## src/hw/ebt_cfg.svh

```systemverilog
// Function
// force strobe works only in non-PWM modes
// force strobe applies an immediate compare match
// forced match sets no flag, no clear
// force strobe always reads as zero
// software writes force zero in PWM modes
// mode field split over bits 6, 3
// TOP and compare update timing per mode
// overflow at BOTTOM or MAX per mode
// active output mode overrides pin, direction enables
// non-PWM: off, toggle, clear, set on match
// fast PWM: clear/set on match, opposite at TOP
// phase PWM: action depends on count direction
// compare equal TOP: act at TOP only
// clock select stops or divides source clock
// count register directly readable and writable
// count write suppresses next tick's match
// continuous compare sets flag, drives waveform
// clear-on-match mode clears count on match
// timer clock is an enable, not clock
// phase PWM extremes hold output constant
// reserved output mode acts as disconnected
// count, compare, waveform reset to zero
`ifndef EBT_CFG_SVH
`define EBT_CFG_SVH
`define EBT_ADDR_W 5
`define EBT_OFS_CONTROL 5'h00
`define EBT_OFS_COUNT 5'h04
`define EBT_OFS_COMPARE 5'h08
`define EBT_OFS_STATUS 5'h0C
`define EBT_OFS_PORT 5'h10
`define EBT_BIT_FORCE 7
`define EBT_BIT_WGM_LO 6
`define EBT_BIT_COM_HI 5
`define EBT_BIT_COM_LO 4
`define EBT_BIT_WGM_HI 3
`define EBT_BIT_CS_HI 2
`define EBT_BIT_OVF 0
`define EBT_BIT_CMP 1
`define EBT_BIT_PORT_DIR 0
`define EBT_BIT_PORT_VAL 1
`define EBT_RST_CONTROL 7'h00
`define EBT_RST_COUNT 8'h00
`define EBT_RST_COMPARE 8'h00
`define EBT_MAX 8'hFF
`define EBT_BOTTOM 8'h00
`define EBT_PRESCALE_W 10
`define EBT_MASK_DIV8 10'h007
`define EBT_MASK_DIV32 10'h01F
`define EBT_MASK_DIV64 10'h03F
`define EBT_MASK_DIV128 10'h07F
`define EBT_MASK_DIV256 10'h0FF
`define EBT_MASK_DIV1024 10'h3FF
`define EBT_RESP_OKAY 2'h0
`define EBT_RESP_SLVERR 2'h2
`endif

```

## src/hw/ebt_pkg.sv

```systemverilog
`include "ebt_cfg.svh"
package ebt_pkg;
    // waveform mode, in field value order
    typedef enum logic [1:0] {
        WM_NORMAL,
        WM_PHASE_PWM,
        WM_CLEAR_ON_MATCH,
        WM_FAST_PWM
    } ebt_wmode_t;
endpackage

```

## src/hw/ebt_timer.sv

```systemverilog
// The register offsets and the AXI4-Lite slave port were chosen for this implementation.
`include "ebt_cfg.svh"
module ebt_timer
    import ebt_pkg::*;
(
    input wire logic clk_sys,
    input wire logic resetn,
    input wire logic clkEn,
    input wire logic [`EBT_ADDR_W-1:0] s_axi_awaddr,
    input wire logic [2:0] s_axi_awprot,
    input wire logic s_axi_awvalid,
    output logic s_axi_awready,
    input wire logic [31:0] s_axi_wdata,
    input wire logic [3:0] s_axi_wstrb,
    input wire logic s_axi_wvalid,
    output logic s_axi_wready,
    output logic [1:0] s_axi_bresp,
    output logic s_axi_bvalid,
    input wire logic s_axi_bready,
    input wire logic [`EBT_ADDR_W-1:0] s_axi_araddr,
    input wire logic [2:0] s_axi_arprot,
    input wire logic s_axi_arvalid,
    output logic s_axi_arready,
    output logic [31:0] s_axi_rdata,
    output logic [1:0] s_axi_rresp,
    output logic s_axi_rvalid,
    input wire logic s_axi_rready,
    output logic waveformPinOut,
    output logic waveformPinOe,
    output logic compareMatchFlag,
    output logic overflowFlag
);

    // prescaler tick for a clock select value
    function automatic logic sel_tick(
        input logic [2:0] sel,
        input logic [`EBT_PRESCALE_W-1:0] pre
    );
        logic [`EBT_PRESCALE_W-1:0] mask;
        mask = '0;
        unique case (sel)
            3'h2: mask = `EBT_MASK_DIV8;
            3'h3: mask = `EBT_MASK_DIV32;
            3'h4: mask = `EBT_MASK_DIV64;
            3'h5: mask = `EBT_MASK_DIV128;
            3'h6: mask = `EBT_MASK_DIV256;
            3'h7: mask = `EBT_MASK_DIV1024;
            default: mask = '0;
        endcase
        return (sel != 3'h0) && ((pre & mask) == mask);
    endfunction

    // level for a set/clear action code
    function automatic logic act_level(
        input logic [1:0] com,
        input logic cur
    );
        logic lvl;
        lvl = cur;
        unique case (com)
            2'h1: lvl = ~cur;
            2'h2: lvl = 1'b0;
            2'h3: lvl = 1'b1;
            default: lvl = cur;
        endcase
        return lvl;
    endfunction

    logic [6:0] ctrlQ;
    logic [7:0] cntQ, cntD;
    logic [7:0] cmpBufQ;
    logic [7:0] cmpActQ, cmpActD;
    logic upQ, upD;
    logic blockQ;
    logic waveQ, waveD;
    logic cmpFlagQ, ovfFlagQ;
    logic portDirQ, portValQ;
    logic [`EBT_PRESCALE_W-1:0] preQ;
    logic bvalidQ, rvalidQ;
    logic [1:0] brespQ, rrespQ;
    logic [31:0] rdataQ;

    // control field decode
    wire ebt_wmode_t wmode = ebt_wmode_t'({ctrlQ[`EBT_BIT_WGM_HI], ctrlQ[`EBT_BIT_WGM_LO]});
    wire logic [1:0] com = ctrlQ[`EBT_BIT_COM_HI:`EBT_BIT_COM_LO];
    wire logic [2:0] csSel = ctrlQ[`EBT_BIT_CS_HI:0];
    wire logic isPwm = (wmode == WM_PHASE_PWM) || (wmode == WM_FAST_PWM);
    wire logic isPhase = (wmode == WM_PHASE_PWM);

    // timer clock as an enable on clk_sys
    wire logic tick = sel_tick(csSel, preQ);

    // top value and compare detection
    wire logic [7:0] topVal = (wmode == WM_CLEAR_ON_MATCH) ? cmpActQ : `EBT_MAX;
    wire logic atMax = (cntQ == `EBT_MAX);
    wire logic atBottom = (cntQ == `EBT_BOTTOM);
    wire logic atTop = (cntQ == topVal);
    wire logic matchRaw = (cntQ == cmpActQ);
    wire logic matchEv = tick && matchRaw && !blockQ;
    wire logic ovfEv = tick && (isPhase ? atBottom : atMax);

    // bus write decode
    wire logic wrFire = clkEn && s_axi_awvalid && s_axi_wvalid && !bvalidQ;
    wire logic [`EBT_ADDR_W-1:0] wAddr = {s_axi_awaddr[`EBT_ADDR_W-1:2], 2'b00};
    wire logic wrLane = wrFire && s_axi_wstrb[0];
    wire logic wrCtrl = wrLane && (wAddr == `EBT_OFS_CONTROL);
    wire logic wrCnt = wrLane && (wAddr == `EBT_OFS_COUNT);
    wire logic wrCmp = wrLane && (wAddr == `EBT_OFS_COMPARE);
    wire logic wrStat = wrLane && (wAddr == `EBT_OFS_STATUS);
    wire logic wrPort = wrLane && (wAddr == `EBT_OFS_PORT);
    wire logic wrMapped = (wAddr == `EBT_OFS_CONTROL) || (wAddr == `EBT_OFS_COUNT) ||
        (wAddr == `EBT_OFS_COMPARE) || (wAddr == `EBT_OFS_STATUS) || (wAddr == `EBT_OFS_PORT);
    wire logic [7:0] wByte = s_axi_wdata[7:0];

    // forced compare uses the mode and output mode being written
    wire logic [1:0] wrMode = {wByte[`EBT_BIT_WGM_HI], wByte[`EBT_BIT_WGM_LO]};
    wire logic wrNonPwm = (wrMode == 2'h0) || (wrMode == 2'h2);
    wire logic forceEv = wrCtrl && wByte[`EBT_BIT_FORCE] && wrNonPwm;
    wire logic [1:0] forceCom = wByte[`EBT_BIT_COM_HI:`EBT_BIT_COM_LO];

    // bus read decode
    wire logic rdFire = clkEn && s_axi_arvalid && !rvalidQ;
    wire logic [`EBT_ADDR_W-1:0] rAddr = {s_axi_araddr[`EBT_ADDR_W-1:2], 2'b00};
    wire logic rdCtrl = (rAddr == `EBT_OFS_CONTROL);
    wire logic rdCnt = (rAddr == `EBT_OFS_COUNT);
    wire logic rdCmp = (rAddr == `EBT_OFS_COMPARE);
    wire logic rdStat = (rAddr == `EBT_OFS_STATUS);
    wire logic rdPort = (rAddr == `EBT_OFS_PORT);
    wire logic rdMapped = rdCtrl || rdCnt || rdCmp || rdStat || rdPort;
    wire logic [7:0] rdByte =
        rdCtrl ? {1'b0, ctrlQ} :
        rdCnt ? cntQ :
        rdCmp ? cmpBufQ :
        rdStat ? {6'h00, cmpFlagQ, ovfFlagQ} :
        rdPort ? {6'h00, portValQ, portDirQ} : 8'h00;

    // status clear, a new event wins over the clear
    wire logic clrCmp = wrStat && wByte[`EBT_BIT_CMP];
    wire logic clrOvf = wrStat && wByte[`EBT_BIT_OVF];

    // handshake outputs
    assign s_axi_awready = wrFire;
    assign s_axi_wready = wrFire;
    assign s_axi_arready = rdFire;
    assign s_axi_bvalid = bvalidQ;
    assign s_axi_bresp = brespQ;
    assign s_axi_rvalid = rvalidQ;
    assign s_axi_rresp = rrespQ;
    assign s_axi_rdata = rdataQ;

    // pin override and driver enable
    wire logic comReserved = isPwm && (com == 2'h1);
    wire logic connected = (com != 2'h0) && !comReserved;
    assign waveformPinOut = connected ? waveQ : portValQ;
    assign waveformPinOe = portDirQ;
    assign compareMatchFlag = cmpFlagQ;
    assign overflowFlag = ovfFlagQ;

    // counter next value and direction
    always_comb begin
        cntD = cntQ;
        upD = upQ;
        if (wrCnt) begin
            cntD = wByte;
        end else if (tick) begin
            unique case (wmode)
                WM_CLEAR_ON_MATCH: cntD = matchEv ? `EBT_BOTTOM : cntQ + 8'h01;
                WM_PHASE_PWM: begin
                    if (upQ) begin
                        cntD = atMax ? cntQ - 8'h01 : cntQ + 8'h01;
                        upD = !atMax;
                    end else begin
                        cntD = atBottom ? cntQ + 8'h01 : cntQ - 8'h01;
                        upD = atBottom;
                    end
                end
                default: cntD = cntQ + 8'h01;
            endcase
        end
        if (!isPhase) begin
            upD = 1'b1;
        end
    end

    // active compare value: direct outside PWM, at TOP in PWM
    always_comb begin
        cmpActD = cmpActQ;
        if (!isPwm) begin
            cmpActD = wrCmp ? wByte : cmpBufQ;
        end else if (tick && atMax) begin
            cmpActD = cmpBufQ;
        end
    end

    // waveform generator
    always_comb begin
        waveD = waveQ;
        if (forceEv) begin
            waveD = act_level(forceCom, waveQ);
        end else if (tick) begin
            unique case (wmode)
                WM_FAST_PWM: begin
                    if (com[1] && atMax) begin
                        waveD = ~com[0];
                    end else if (com[1] && matchEv && (cmpActQ != `EBT_MAX)) begin
                        waveD = com[0];
                    end
                end
                WM_PHASE_PWM: begin
                    if (com[1] && (cmpActQ == `EBT_BOTTOM)) begin
                        waveD = com[0];
                    end else if (com[1] && (cmpActQ == `EBT_MAX)) begin
                        waveD = ~com[0];
                    end else if (com[1] && matchEv) begin
                        waveD = upQ ? com[0] : ~com[0];
                    end
                end
                default: begin
                    if (matchEv) begin
                        waveD = act_level(com, waveQ);
                    end
                end
            endcase
        end
    end

    // prescaler counter
    always_ff @(posedge clk_sys or negedge resetn) begin
        if (!resetn) begin
            preQ <= '0;
        end else if (clkEn) begin
            preQ <= (csSel == 3'h0) ? '0 : preQ + 1'b1;
        end
    end

    // timer core registers
    always_ff @(posedge clk_sys or negedge resetn) begin
        if (!resetn) begin
            cntQ <= `EBT_RST_COUNT;
            cmpActQ <= `EBT_RST_COMPARE;
            upQ <= 1'b1;
            waveQ <= 1'b0;
            blockQ <= 1'b0;
        end else if (clkEn) begin
            cntQ <= cntD;
            cmpActQ <= cmpActD;
            upQ <= upD;
            waveQ <= waveD;
            blockQ <= wrCnt ? 1'b1 : (tick ? 1'b0 : blockQ);
        end
    end

    // software registers
    always_ff @(posedge clk_sys or negedge resetn) begin
        if (!resetn) begin
            ctrlQ <= `EBT_RST_CONTROL;
            cmpBufQ <= `EBT_RST_COMPARE;
            portDirQ <= 1'b0;
            portValQ <= 1'b0;
        end else if (clkEn) begin
            if (wrCtrl) begin
                ctrlQ <= wByte[6:0];
            end
            if (wrCmp) begin
                cmpBufQ <= wByte;
            end
            if (wrPort) begin
                portDirQ <= wByte[`EBT_BIT_PORT_DIR];
                portValQ <= wByte[`EBT_BIT_PORT_VAL];
            end
        end
    end

    // sticky event flags, forced compare never sets them
    always_ff @(posedge clk_sys or negedge resetn) begin
        if (!resetn) begin
            cmpFlagQ <= 1'b0;
            ovfFlagQ <= 1'b0;
        end else if (clkEn) begin
            cmpFlagQ <= matchEv || (cmpFlagQ && !clrCmp);
            ovfFlagQ <= ovfEv || (ovfFlagQ && !clrOvf);
        end
    end

    // write response channel
    always_ff @(posedge clk_sys or negedge resetn) begin
        if (!resetn) begin
            bvalidQ <= 1'b0;
            brespQ <= `EBT_RESP_OKAY;
        end else if (clkEn) begin
            if (wrFire) begin
                bvalidQ <= 1'b1;
                brespQ <= wrMapped ? `EBT_RESP_OKAY : `EBT_RESP_SLVERR;
            end else if (s_axi_bready) begin
                bvalidQ <= 1'b0;
            end
        end
    end

    // read data channel
    always_ff @(posedge clk_sys or negedge resetn) begin
        if (!resetn) begin
            rvalidQ <= 1'b0;
            rrespQ <= `EBT_RESP_OKAY;
            rdataQ <= 32'h0000_0000;
        end else if (clkEn) begin
            if (rdFire) begin
                rvalidQ <= 1'b1;
                rrespQ <= rdMapped ? `EBT_RESP_OKAY : `EBT_RESP_SLVERR;
                rdataQ <= {24'h000000, rdByte};
            end else if (s_axi_rready) begin
                rvalidQ <= 1'b0;
            end
        end
    end

endmodule

```

## config.mk

```make
export PLATFORM = sky130hd
export DESIGN_NAME = ebt_timer
export DESIGN_NICKNAME = d
export VERILOG_FILES = /design/src/hw/ebt_pkg.sv /design/src/hw/ebt_timer.sv
export VERILOG_INCLUDE_DIRS = /design/src /design/src/hw
export SDC_FILE = /design/constraint.sdc
export NUM_CORES = 1
export LEC_CHECK = 0
export ABC_CLOCK_PERIOD_IN_PS = 2650
export BUFFER_PORTS_ARGS = -buffer_cell sky130_fd_sc_hd__buf_2
export CORE_MARGIN = 10
export CORE_UTILIZATION = 35
export DETAILED_ROUTE_END_ITERATION = 10
export PLACE_DENSITY = 0.57
export SYNTH_ARGS = -nofsm -noshare
export SYNTH_HDL_FRONTEND = slang
export SYNTH_SLANG_ARGS = --single-unit
```

## constraint.sdc

```tcl
create_clock -name clk_sys -period 2.65 [get_ports clk_sys]
set_input_delay 0.53 -clock clk_sys [delete_from_list [all_inputs] [get_ports clk_sys]]
set_output_delay 0.53 -clock clk_sys [all_outputs]
set_load 0.03 [all_outputs]
```

; Word-level counts from Yosys, hierarchy flattened
; Cells that the tools add are included.
[totals]
memories = 0
register_bits = 62
inputBits = 60
romBits = 0
out_inout_bits = 45
ramBits = 0
latch_bits = 0
elab_cells = 173
[classes]
n_div = 0
add_sub_neg = 3
eq_ne = 35
shifts = 0
reduce_logical = 72
magnitude_cmp = 0
mul = 0
n_bitwise = 3
muxes = 43
[ops]
columns = operator, n
row1 = $mux W8, 12
row2 = $pmux W10 S6, 1
row3 = $logic_and A1 B1 Y1, 29
row4 = $mux W1, 21
row5 = $eq A3 B2 Y1 const B, 6
row6 = $eq A3 B3 Y1 const B, 6
row7 = $eq A8 B8 Y1 const B, 2
row8 = $logic_not A8 Y1, 2
row9 = $pmux W8 S2, 1
row10 = $reduce_and A2 Y1, 8
row11 = $eq A2 B2 Y1 const B, 7
row12 = $logic_or A1 B1 Y1, 12
row13 = $add A10 B1 Y10 const B, 1
row14 = $and A10 B10 Y10, 1
row15 = $eq A10 B10 Y1, 1
row16 = $logic_not A5 Y1, 2
row17 = $mux W10, 1
row18 = $reduce_bool A2 Y1, 5
row19 = $add A8 B1 Y8 const B, 1
row20 = $eq A8 B8 Y1, 1
row21 = $mux W2, 4
row22 = $ne A8 B8 Y1 const B, 1
row23 = $sub A8 B1 Y8 const B, 1
row24 = $logic_not A1 Y1, 7
row25 = other kinds (17), 23

; Logic depth before layout (Yosys ltp)
; Gate-level depths: netlist of the first run.
[logic_depth]
word_depth = 14
mapped_depth = 9
depth_no_buf = 8

; Least setup slack after synthesis of the first run
; OpenSTA, ideal clock, no wires.
[synth_path]
path_type = register to output
from = register ctrlQ[3]
to = output waveformPinOut
n_path_buf = 1
path_slack_ns = 0.272
required_ns = 2.120
t_arrival_ns = 1.848
stages_incl_launch_ff = 6
cell_sequence = dfrtp_1 > ha_1 > or2_2 > clkbuf_1 > a21oi_1 > mux2_2
[synth_via]
elab_chain_len = 6
elab_cells_between_ends = 7
classes_between = eq/ne (2) / mux (1) / reduce/logical (4)
[synth_rtl]
columns = element, line
row1 = "start, declared", ebt_timer.sv:69  ; logic [6:0] ctrlQ;
row2 = "start signal, assigned", ebt_timer.sv:256  ; ctrlQ <= `EBT_RST_CONTROL;
row3 = "start signal, assigned", ebt_timer.sv:262  ; ctrlQ <= wByte[6:0];
row4 = $eq A2 B1 Y1 / $eq A2 B2 Y1 (equally long branches), ebt_timer.sv:87  ; wire logic isPwm = (wmode == WM_PHASE_PWM) || (wmode == WM_FAST_PWM);
row5 = $logic_or A1 B1 Y1 (*), ebt_timer.sv:87
row6 = $logic_and A1 B1 Y1 (*), ebt_timer.sv:152  ; wire logic comReserved = isPwm && (com == 2'h1);
row7 = $logic_not A1 Y1 (*), ebt_timer.sv:153  ; wire logic connected = (com != 2'h0) && !comReserved;
row8 = $logic_and A1 B1 Y1 (*), ebt_timer.sv:153
row9 = $mux W1 (*), ebt_timer.sv:154  ; assign waveformPinOut = connected ? waveQ : portValQ;
row10 = "end, declared", ebt_timer.sv:28  ; output logic waveformPinOut,
; Every way passes the cells marked *; elsewhere a longest branch is shown, timed or not.

; Final worst setup path of the first run
; Ends and elaborated chain as after synthesis.

==> flow_metrics.tcl, run 1 <==
set metrics [dict create \
    status "finished clean" \
    yosys.area_share.simple_pct 18.8 \
    slowest_stage "dfrtp_1" \
    place_inst 613 \
    setup_violations 0 \
    chipWidth_um 129 \
    rrSetupSlack_ps 270 \
    grt-ovfl-total 0 \
    ys_top_cells_by_count "59 x dfrtp_1, 46 x nand2_1, 31 x buf_4" \
    r2r_start "cntQ[0]$_DFFE_PN0P_" \
    drtAntennaViolNets 0 \
    async_flop_share_pct 100 \
    grt_util_all_layers_pct 14.4 \
    clk_latency_ps 340 \
    synthTopCellsByArea "dfrtp_1 36%, buf_4 5.6%, mux2i_1 5.5%, mux2_2 4.9%, nand2_1 4.2%" \
    crit_chain "inv_1 > ha_1 > or2_2 > a21oi_1 > mux2_2 > buf_2" \
    vias 3363 \
    cts_sinks 60 \
    final_cells 628 \
    drv_slew 0 \
    cts_tree "done" \
    initial_core_util_pct 36.1 \
    drtPass1Iterations 5 \
    fmax_mhz 387 \
    ioPinCount 105 \
    p_per_area_nw_per_um2 779 \
    drt_iter0_markers 179 \
    nets 551 \
    antenna_found_initial 0 \
    start_kind "flop" \
    die_area_um2 16600 \
    port_buffers 41 \
    use_met1_pct 19.8 \
    worst_setup_path_end_kind "output pin" \
    wire_per_inst_um 18.6 \
    reg2regPathDepth 8 \
    max_stage_delay_ps 430 \
    yosys_warnings 0 \
    die_h_um 129 \
    hold_class "in -> async" \
    gr-usage-met3_pct 2.38 \
    htree_levels 3 \
    grt_pass1_vias 3314 \
    rsz0062_at_grt "no" \
    syn-cell-area_um2 4150 \
    synth-xor-area-share_pct 4.64 \
    cts_root_buf "clkbuf_16" \
    grt_first_pass_wirelength_mm 18.6 \
    synth_fa_ha_area_share_pct 3.01 \
    cts_setup_buffers 0 \
    synthMuxAreaShare_pct 11.5 \
    areaGrowthSynthToFinish_pct 14.3 \
    synthCells 434 \
    synth_compound_area_share_pct 16.2 \
    gp_congestion 0.925 \
    p_leak_nw 2.14 \
    clk_pin_slew_ps 60 \
    post-route-min-period_ps 2580 \
    wirelength_mm 11.7 \
    max_slew_margin_pct 53.8 \
    clk_path_buf_depth 2 \
    synth.distinct_cells 76 \
    drt-vias-per-instance 5.36 \
    ys_seq_area_share_pct 36.2 \
    fin_skew_ps 6.45 \
    drive_gt1_share_pct 24.5 \
    gr-max-usage-layer "met2" \
    grt_util_met2_pct 21.5 \
    path_max_fanout 5 \
    worstPathRequired_ps 2120 \
    cap_violations 0 \
    synth_flop_cell "dfrtp_1" \
    grt_max_degree 34 \
    crit_path_end "waveformPinOut" \
    cts_buffers 9 \
    syn_avg_cell_area_um2 9.57 \
    cp.arrival_ps 2050 \
    core.rowCount 39 \
    synth-edff-count 0 \
    worst_slew_pin_slew_ps 693 \
    synth_top_family_by_area "simple AND/OR/NAND/NOR gates" \
    coreArea_um2 11500 \
    synth_top_area_share_pct 35.5 \
    crit_type "reg -> out" \
    dp_hpwl_mm 9.00 \
    yosys.area.top_type "dfrtp_1" \
    r2r-end "waveQ$_DFFE_PN0P_" \
    tns_ps 0 \
    synth-seq-cells 60 \
    ir_drop_mv 0.384 \
    antenna_cells 0 \
    finalHoldViolCount 0 \
    crit_start "ctrlQ[3]$_DFFE_PN0P_" \
    fin_crit_sh_pct 97.4 \
    synth_most_common_cell "dfrtp_1" \
    post-route-drc-count 0 \
]
## worst min-delay path by stage
stage	startpoint	end	slack, ps	cells after the start
2_1_floorplan	resetn	blockQ$_DFFE_PN0P_	230	0
3_3_place_gp	s_axi_rresp[1]$_DFFE_PN0P_	s_axi_rresp[1]$_DFFE_PN0P_	460	2
3_5_place_dp	s_axi_bresp[1]$_DFFE_PN0P_	s_axi_bresp[1]$_DFFE_PN0P_	470	2
4_1_cts	resetn	overflowFlag$_DFFE_PN0P_	260	1
5_1_grt	resetn	s_axi_rdata[2]$_DFFE_PN0P_	290	1
6_report	resetn	ctrlQ[3]$_DFFE_PN0P_	240	1
## layer usage
layer | wire length, um | vias up
met5 | 0 | -
met4 | 226 | 0
met3 | 519 | 15
met2 | 5330 | 103
met1 | 5590 | 1655
li1 | - | 1590
## report_power, final
group	switching, W	total [W]	internal, W
Sequential	0.000253	0.00132	0.00107
Combinational	0.000715	0.00120	0.000487
Clock	0.000432	0.00117	0.000742
Total	0.00140	0.00370	0.00230
## critical path: cells and delay by family (launching register included)
family / cells / cell delay [ps]
muxes: 1 / 350
DFF: 1 / 430
buffers and inverters: 2 / 240
AOI/OAI and AO/OA: 1 / 190
and+or+nand+nor: 1 / 300
adders and majority gates: 1 / 210
## layout by cell type, fill, tap and decap left out, types with 7 or more instances in the layout
master      n
xnor2_1    14
buf_4      13
inv_1      25
ha_1        9
a21oi_1    11
nand2_1    46
o21ai_0    23
xor2_1      8
mux2i_1    23
nor2_1     27
mux2_2     18
nand3_1     7
clkbuf_16   9
nor3_1      8
buf_2      41
conb_1     26
a22o_1      8
nand4_1     9
dfrtp_1    59
## logic make-up after synthesis
group,after synthesis
buffers and inverters,71
other,1
adders and majority gates,10
AOI/OAI and AO/OA,90
and+or+nand+nor,137
xor gates and xnor gates,22
DFF,60
muxes,43
## final cells by class
| class | instances | area [um^2] |
|---|---|---|
| inverters | 27 | 101 |
| flip-flops and latches | 60 | 1500 |
| repair buffers | 55 | 323 |
| clock buffers | 10 | 239 |
| clock inverters | 5 | 52.6 |
| multi-input cells | 328 | 2350 |
| well taps | 143 | 179 |
| fillers | 1154 | 6770 |
## through the flow
| step | cell area, um^2 | util (%) | hold WS (ps) | total power (W) | setup slack, ps |
|---|---|---|---|---|---|
| after detailed placement | 4450 | 38.7 | 473 | 0.00253 | 276 |
| after CTS | 4740 | 41.2 | 257 | 0.00372 | 33.4 |
| after global placement | 4450 | 38.7 | 462 | 0.00251 | 288 |
| final | 4750 | 41.2 | 238 | 0.00370 | 69.3 |
| after floorplan | 4250 | - | 234 | 0.00220 | 272 |
| after global routing | 4750 | 41.2 | 291 | 0.00390 | 28.0 |
## sequential cells by signal, summed over array words and instances, names as in the netlist
signal and cells:
blockQ 1, cmpActQ 8, cmpBufQ 8, cntQ 8, compareMatchFlag 1, ctrlQ 7
overflowFlag 1, portValQ 1, preQ 10, s_axi_bresp 1, s_axi_bvalid 1, s_axi_rdata 8
s_axi_rresp 1, s_axi_rvalid 1, upQ 1, waveQ 1, waveformPinOe 1
## what timing repair did
item                       in CTS  in global routing
setup endpoints to repair       0                  1
resized for setup               0                  1
hold buffers                    0                  0
Power figures use the tool's default switching activity.
==> inputs of run 2 (changes only) <==
--- a/config.mk
+++ b/config.mk
@@ -10,6 +10,7 @@
 export BUFFER_PORTS_ARGS = -buffer_cell sky130_fd_sc_hd__buf_2
 export CORE_MARGIN = 10
 export CORE_UTILIZATION = 35
+export CTS_BUF_LIST = sky130_fd_sc_hd__clkbuf_2 sky130_fd_sc_hd__clkbuf_4 sky130_fd_sc_hd__clkbuf_8
 export DETAILED_ROUTE_END_ITERATION = 10
 export PLACE_DENSITY = 0.57
 export SYNTH_ARGS = -nofsm -noshare
==> flow_metrics.tcl, run 2 (same netlist as run 1, synthesis figures left out) <==
set metrics [dict create \
    status "finished clean" \
    grt_first_pass_wirelength_mm 18.5 \
    core.rowCount 39 \
    fin_skew_ps 13.0 \
    post-route-drc-count 0 \
    sw_frac_of_total_pct 40.3 \
    timing.hold.ws_ps 210 \
    grt_max_degree 34 \
    vias 3372 \
    worst_slew_pin_slew_ps 686 \
    nets 551 \
    clkPwrFrac_pct 24.9 \
    p_sw_w 0.00135 \
    tns_ps 0 \
    antenna_found_initial 0 \
    fin_util_pct 40.4 \
    coreArea_um2 11500 \
    clk_path_buf_depth 2 \
    grt-ovfl-total 0 \
    rsz0062_at_grt "no" \
    drtAntennaViolNets 0 \
    post-route-min-period_ps 2580 \
    die_area_um2 16600 \
    drive_gt1_share_pct 24.9 \
    cts_tree "done" \
    p_int_w 0.00201 \
    combPwrFrac_pct 35.8 \
    drt_iter0_markers 190 \
    drtPass1Iterations 5 \
    slowest_stage "dfrtp_2" \
    start_kind "flop" \
    setup_violations 0 \
    final_cells 628 \
    fmax_mhz 387 \
    clk_pin_slew_ps 80 \
    chipWidth_um 129 \
    crit_type "reg -> out" \
    max_stage_delay_ps 440 \
    htree_levels 3 \
    initial_core_util_pct 36.1 \
    fill_cells 1158 \
    p_per_area_nw_per_um2 723 \
    cap_violations 0 \
    seq_power_share_pct 39.3 \
    wirelength_mm 11.6 \
    crit_chain "ha_1 > or2_2 > a21oi_2 > mux2_2 > buf_2" \
    drv_slew 0 \
    die_h_um 129 \
    ir_drop_mv 0.275 \
    grt_util_all_layers_pct 14.3 \
    wire_per_inst_um 18.5 \
    cts_root_buf "clkbuf_8" \
    dp_hpwl_mm 9.00 \
    cts-hold-fix-buffers 0 \
    clk_latency_ps 360 \
    p_leak_nw 2.09 \
    largest_reg_flops 10 \
    drt-vias-per-instance 5.37 \
    antenna_cells 0 \
    cp.arrival_ps 2050 \
    cts_buffers 9 \
    finalHoldViolCount 0 \
    path_max_fanout 5 \
    max_slew_margin_pct 54.3 \
    final_cell_mix "57 x dfrtp_1, 46 x nand2_1, 41 x buf_2" \
    gp_congestion 0.925 \
    ioPinCount 105 \
    place_inst 613 \
    hold_class "in -> async" \
    worstPathRequired_ps 2120 \
    final_common_cell "dfrtp_1" \
    cts_sinks 60 \
    port_buffers 41 \
    areaGrowthSynthToFinish_pct 11.9 \
    worst_setup_path_end_kind "output pin" \
    largest_register "preQ" \
    grt_pass1_vias 3280 \
    fin_crit_sh_pct 97.5 \
]
[run 2: repair_timing]
| item | CTS | global route |
|---|---|---|
| resized for setup | 0 | 3 |
| endpoints found under the setup margin | 0 | 1 |
| setup buffers | 0 | 0 |
[run 2: critical path: cells and delay by family (launching register included)]
family / cells / cell delay, ps
DFF: 1 / 440
and+or+nand+nor: 1 / 330
muxes: 1 / 330
adders and majority gates: 1 / 250
buffers and inverters: 1 / 180
AOI/OAI and AO/OA: 1 / 150
[run 2: layout make-up]
cell class,count,area [um^2],share of cell area [%]
Clock buffer,10,138,2.96
Clock inverter,5,52.6,1.13
Inverter,27,101,2.18
Multi-Input combinational cell,328,2350,50.6
Sequential cell,60,1510,32.4
Tap cell,143,179,3.85
Timing Repair Buffer,55,323,6.94
[run 2: routing by layer]
metal | share of wire (%) | up-vias | global-route usage [%] | wire length, um
li1 | - | 1589 | - | -
met1 | 47 | 1655 | 19.7 | 5490
met2 | 45 | 111 | 21.2 | 5260
met3 | 5.2 | 17 | 2.71 | 608
met4 | 2.0 | 0 | 6.49 | 233
met5 | 0 | - | 0 | 0
[run 2: final timing paths]
kind	from	depth (start not counted)	endpoint	slack, ps
setup reg to reg	cntQ[0]$_DFFE_PN0P_	8	waveQ$_DFFE_PN0P_	280
min in group clk_sys	s_axi_rready	4	s_axi_rvalid$_DFFE_PN0P_	430
setup / recovery	ctrlQ[3]$_DFFE_PN0P_	5	waveformPinOut	70
hold reg to reg	s_axi_rdata[1]$_DFFE_PN0P_	2	s_axi_rdata[1]$_DFFE_PN0P_	480
max in group asynchronous	resetn	2	ctrlQ[6]$_DFFE_PN0P_	1810
hold / removal	resetn	1	compareMatchFlag$_DFFE_PN0P_	210
[run 2: power by group through the flow]
| stage | sequential [W] | clock (W) | combinational, W |
|---|---|---|---|
| after floorplan | 0.00129 | 0 | 0.000905 |
| after global placement | 0.00133 | 0 | 0.00118 |
| after detailed placement | 0.00133 | 0 | 0.00120 |
| after CTS | 0.00132 | 0.000856 | 0.00120 |
| after global routing | 0.00135 | 0.000899 | 0.00132 |
| final | 0.00132 | 0.000836 | 0.00120 |
[run 2: metrics by stage]
step           cell area [um^2]  total power [W]  worst slack [ps]
2_1_floorplan              4250          0.00220               272
3_3_place_gp               4450          0.00251               288
3_5_place_dp               4450          0.00253               276
4_1_cts                    4640          0.00338              18.4
5_1_grt                    4650          0.00357              3.64
6_report                   4650          0.00336              66.5
==> inputs of run 3 (changes only) <==
--- a/config.mk
+++ b/config.mk
@@ -6,7 +6,7 @@
 export SDC_FILE = /design/constraint.sdc
 export NUM_CORES = 1
 export LEC_CHECK = 0
-export ABC_CLOCK_PERIOD_IN_PS = 2650
+export ABC_CLOCK_PERIOD_IN_PS = 2620
 export BUFFER_PORTS_ARGS = -buffer_cell sky130_fd_sc_hd__buf_2
 export CORE_MARGIN = 10
 export CORE_UTILIZATION = 35
==> constraint.sdc (replaced) <==
create_clock -name clk_sys -period 2.62 [get_ports clk_sys]
set_input_delay 0.524 -clock clk_sys [delete_from_list [all_inputs] [get_ports clk_sys]]
set_output_delay 0.524 -clock clk_sys [all_outputs]
set_load 0.03 [all_outputs]
==> flow_metrics.tcl, run 3 (same netlist as run 1, synthesis figures left out) <==
set metrics [dict create \
    status "finished clean" \
    nets 553 \
    slowest_stage "dfrtp_2" \
    core.rowCount 39 \
    final_cells 631 \
    chipWidth_um 129 \
    worst_setup_path_end_kind "output pin" \
    cts_root_buf "clkbuf_8" \
    antenna_found_initial 0 \
    antenna_cells 0 \
    worstPathRequired_ps 2100 \
    drive_gt1_share_pct 25.6 \
    cts-hold-fix-buffers 0 \
    stdcell_area_um2 4680 \
    clk_latency_ps 350 \
    vias 3329 \
    setup_violations 0 \
    worst_slew_pin_slew_ps 676 \
    fmax_mhz 393 \
    crit_family "flip-flops" \
    drtPass1Iterations 4 \
    r2r_start "cntQ[0]$_DFFE_PN0P_" \
    hold_class "in -> async" \
    cts_buffers 9 \
    fin_skew_ps 15.5 \
    tns_ps 0 \
    finalHoldViolCount 0 \
    die_area_um2 16600 \
    fill_cells 1167 \
    start_kind "flop" \
    placed_area_um2 4460 \
    max_stage_delay_ps 440 \
    drv_slew 0 \
    p_per_area_nw_per_um2 738 \
    largest_register "preQ" \
    drt-vias-per-instance 5.28 \
    clk_pin_slew_ps 80 \
    max_slew_margin_pct 54.9 \
    grt_first_pass_wirelength_mm 19.0 \
    largest_reg_flops 10 \
    drtAntennaViolNets 0 \
    die_h_um 129 \
    cp.arrival_ps 2020 \
    grt-ovfl-total 0 \
    rsz0062_at_grt "no" \
    crit_cells 5 \
    reg2regPathDepth 8 \
    cap_violations 0 \
    post-route-drc-count 0 \
    post-place-ws_ps 262 \
    place_inst 614 \
    htree_levels 3 \
    cts_sinks 60 \
    coreArea_um2 11500 \
    p_leak_nw 2.11 \
    final_common_cell "dfrtp_1" \
    ir_drop_mv 0.317 \
    initial_core_util_pct 36.1 \
    path_max_fanout 5 \
    cts_tree "done" \
    drt_iter0_markers 226 \
    gp_congestion 0.883 \
    dp_hpwl_mm 9.19 \
    fin_crit_sh_pct 97.0 \
    grt_pass1_vias 3401 \
    worst_slack_ps 77.9 \
    port_buffers 41 \
    clk_path_buf_depth 2 \
    grt_util_all_layers_pct 14.5 \
    ioPinCount 105 \
    wire_per_inst_um 18.5 \
    crit_type "reg -> out" \
    post-route-min-period_ps 2540 \
    final_cell_mix "57 x dfrtp_1, 46 x nand2_1, 41 x buf_2" \
    rrSetupSlack_ps 250 \
    critPathBufInv 1 \
    wirelength_mm 11.7 \
    crit_chain "ha_2 > or2_2 > a21oi_2 > mux2_2 > buf_2" \
    grt_max_degree 35 \
    crit_start "ctrlQ[3]$_DFFE_PN0P_" \
    areaGrowthSynthToFinish_pct 12.7 \
]
==> run 3: cell types whose count changed in the layout (fill, tap and decap cells not counted), sizes merged <==
cell	change
buf	+2
clkinv	-1
clkbuf	+2
==> run 3: worst register-to-register path, stage by stage (launching register included) <==
cell and delay [ps]:
dfrtp_1 600, ha_1 260, buf_4 120, and3_4 200, nand3_2 120, or3_1 420, o21ai_2 150, nand2_2 190
mux2i_1 180
==> run 3: where the power goes <==
part	switching (W)	internal (W)	total [W]
clock network	0.000398	0.000499	0.000897
logic	0.000742	0.000491	0.00123
registers	0.000243	0.00108	0.00132
total	0.00138	0.00207	0.00345
==> run 3: final cells by class <==
type / count / area [um^2] / share of cell area [%]
multi-input combinational: 328 / 2350 / 50.3
sequential: 60 / 1510 / 32.1
clock buffer: 12 / 159 / 3.39
inverter: 27 / 101 / 2.16
tap: 143 / 179 / 3.82
clock inverter: 4 / 47.5 / 1.02
timing repair buffer: 57 / 338 / 7.21
==> run 3: through the flow <==
stage	hold slack [ps]	utilization, %	total power, W
floorplan	228	-	0.00222
global placement	459	38.7	0.00253
detailed placement	465	38.7	0.00256
CTS	226	40.6	0.00346
global route	250	40.7	0.00367
finish	210	40.7	0.00345
==> run 3: worst paths after layout <==
kind                                              end
max                                    waveformPinOut
min                               cntQ[6]$_DFFE_PN0P_
max reg2reg                    cmpActQ[4]$_DFFE_PN0P_
min reg2reg                s_axi_rdata[1]$_DFFE_PN0P_
max in group asynchronous             upQ$_DFFE_PN1P_
min in group clk_sys         s_axi_bvalid$_DFFE_PN0P_
==> run 3: metal layers <==
metal / vias up / share of wire [%] / GRT usage, %
met5: - / 0 / 0
met4: 0 / 1.7 / 5.15
met3: 19 / 5.8 / 2.46
met2: 104 / 45 / 22.2
met1: 1619 / 47 / 20.3
li1: 1587 / - / -
==> run 3: what timing repair did <==
action                                  CTS  global route
cloned                                    0             0
gates resized for setup                   2             2
endpoints found under the setup margin    1             1
buffers inserted                          0             1
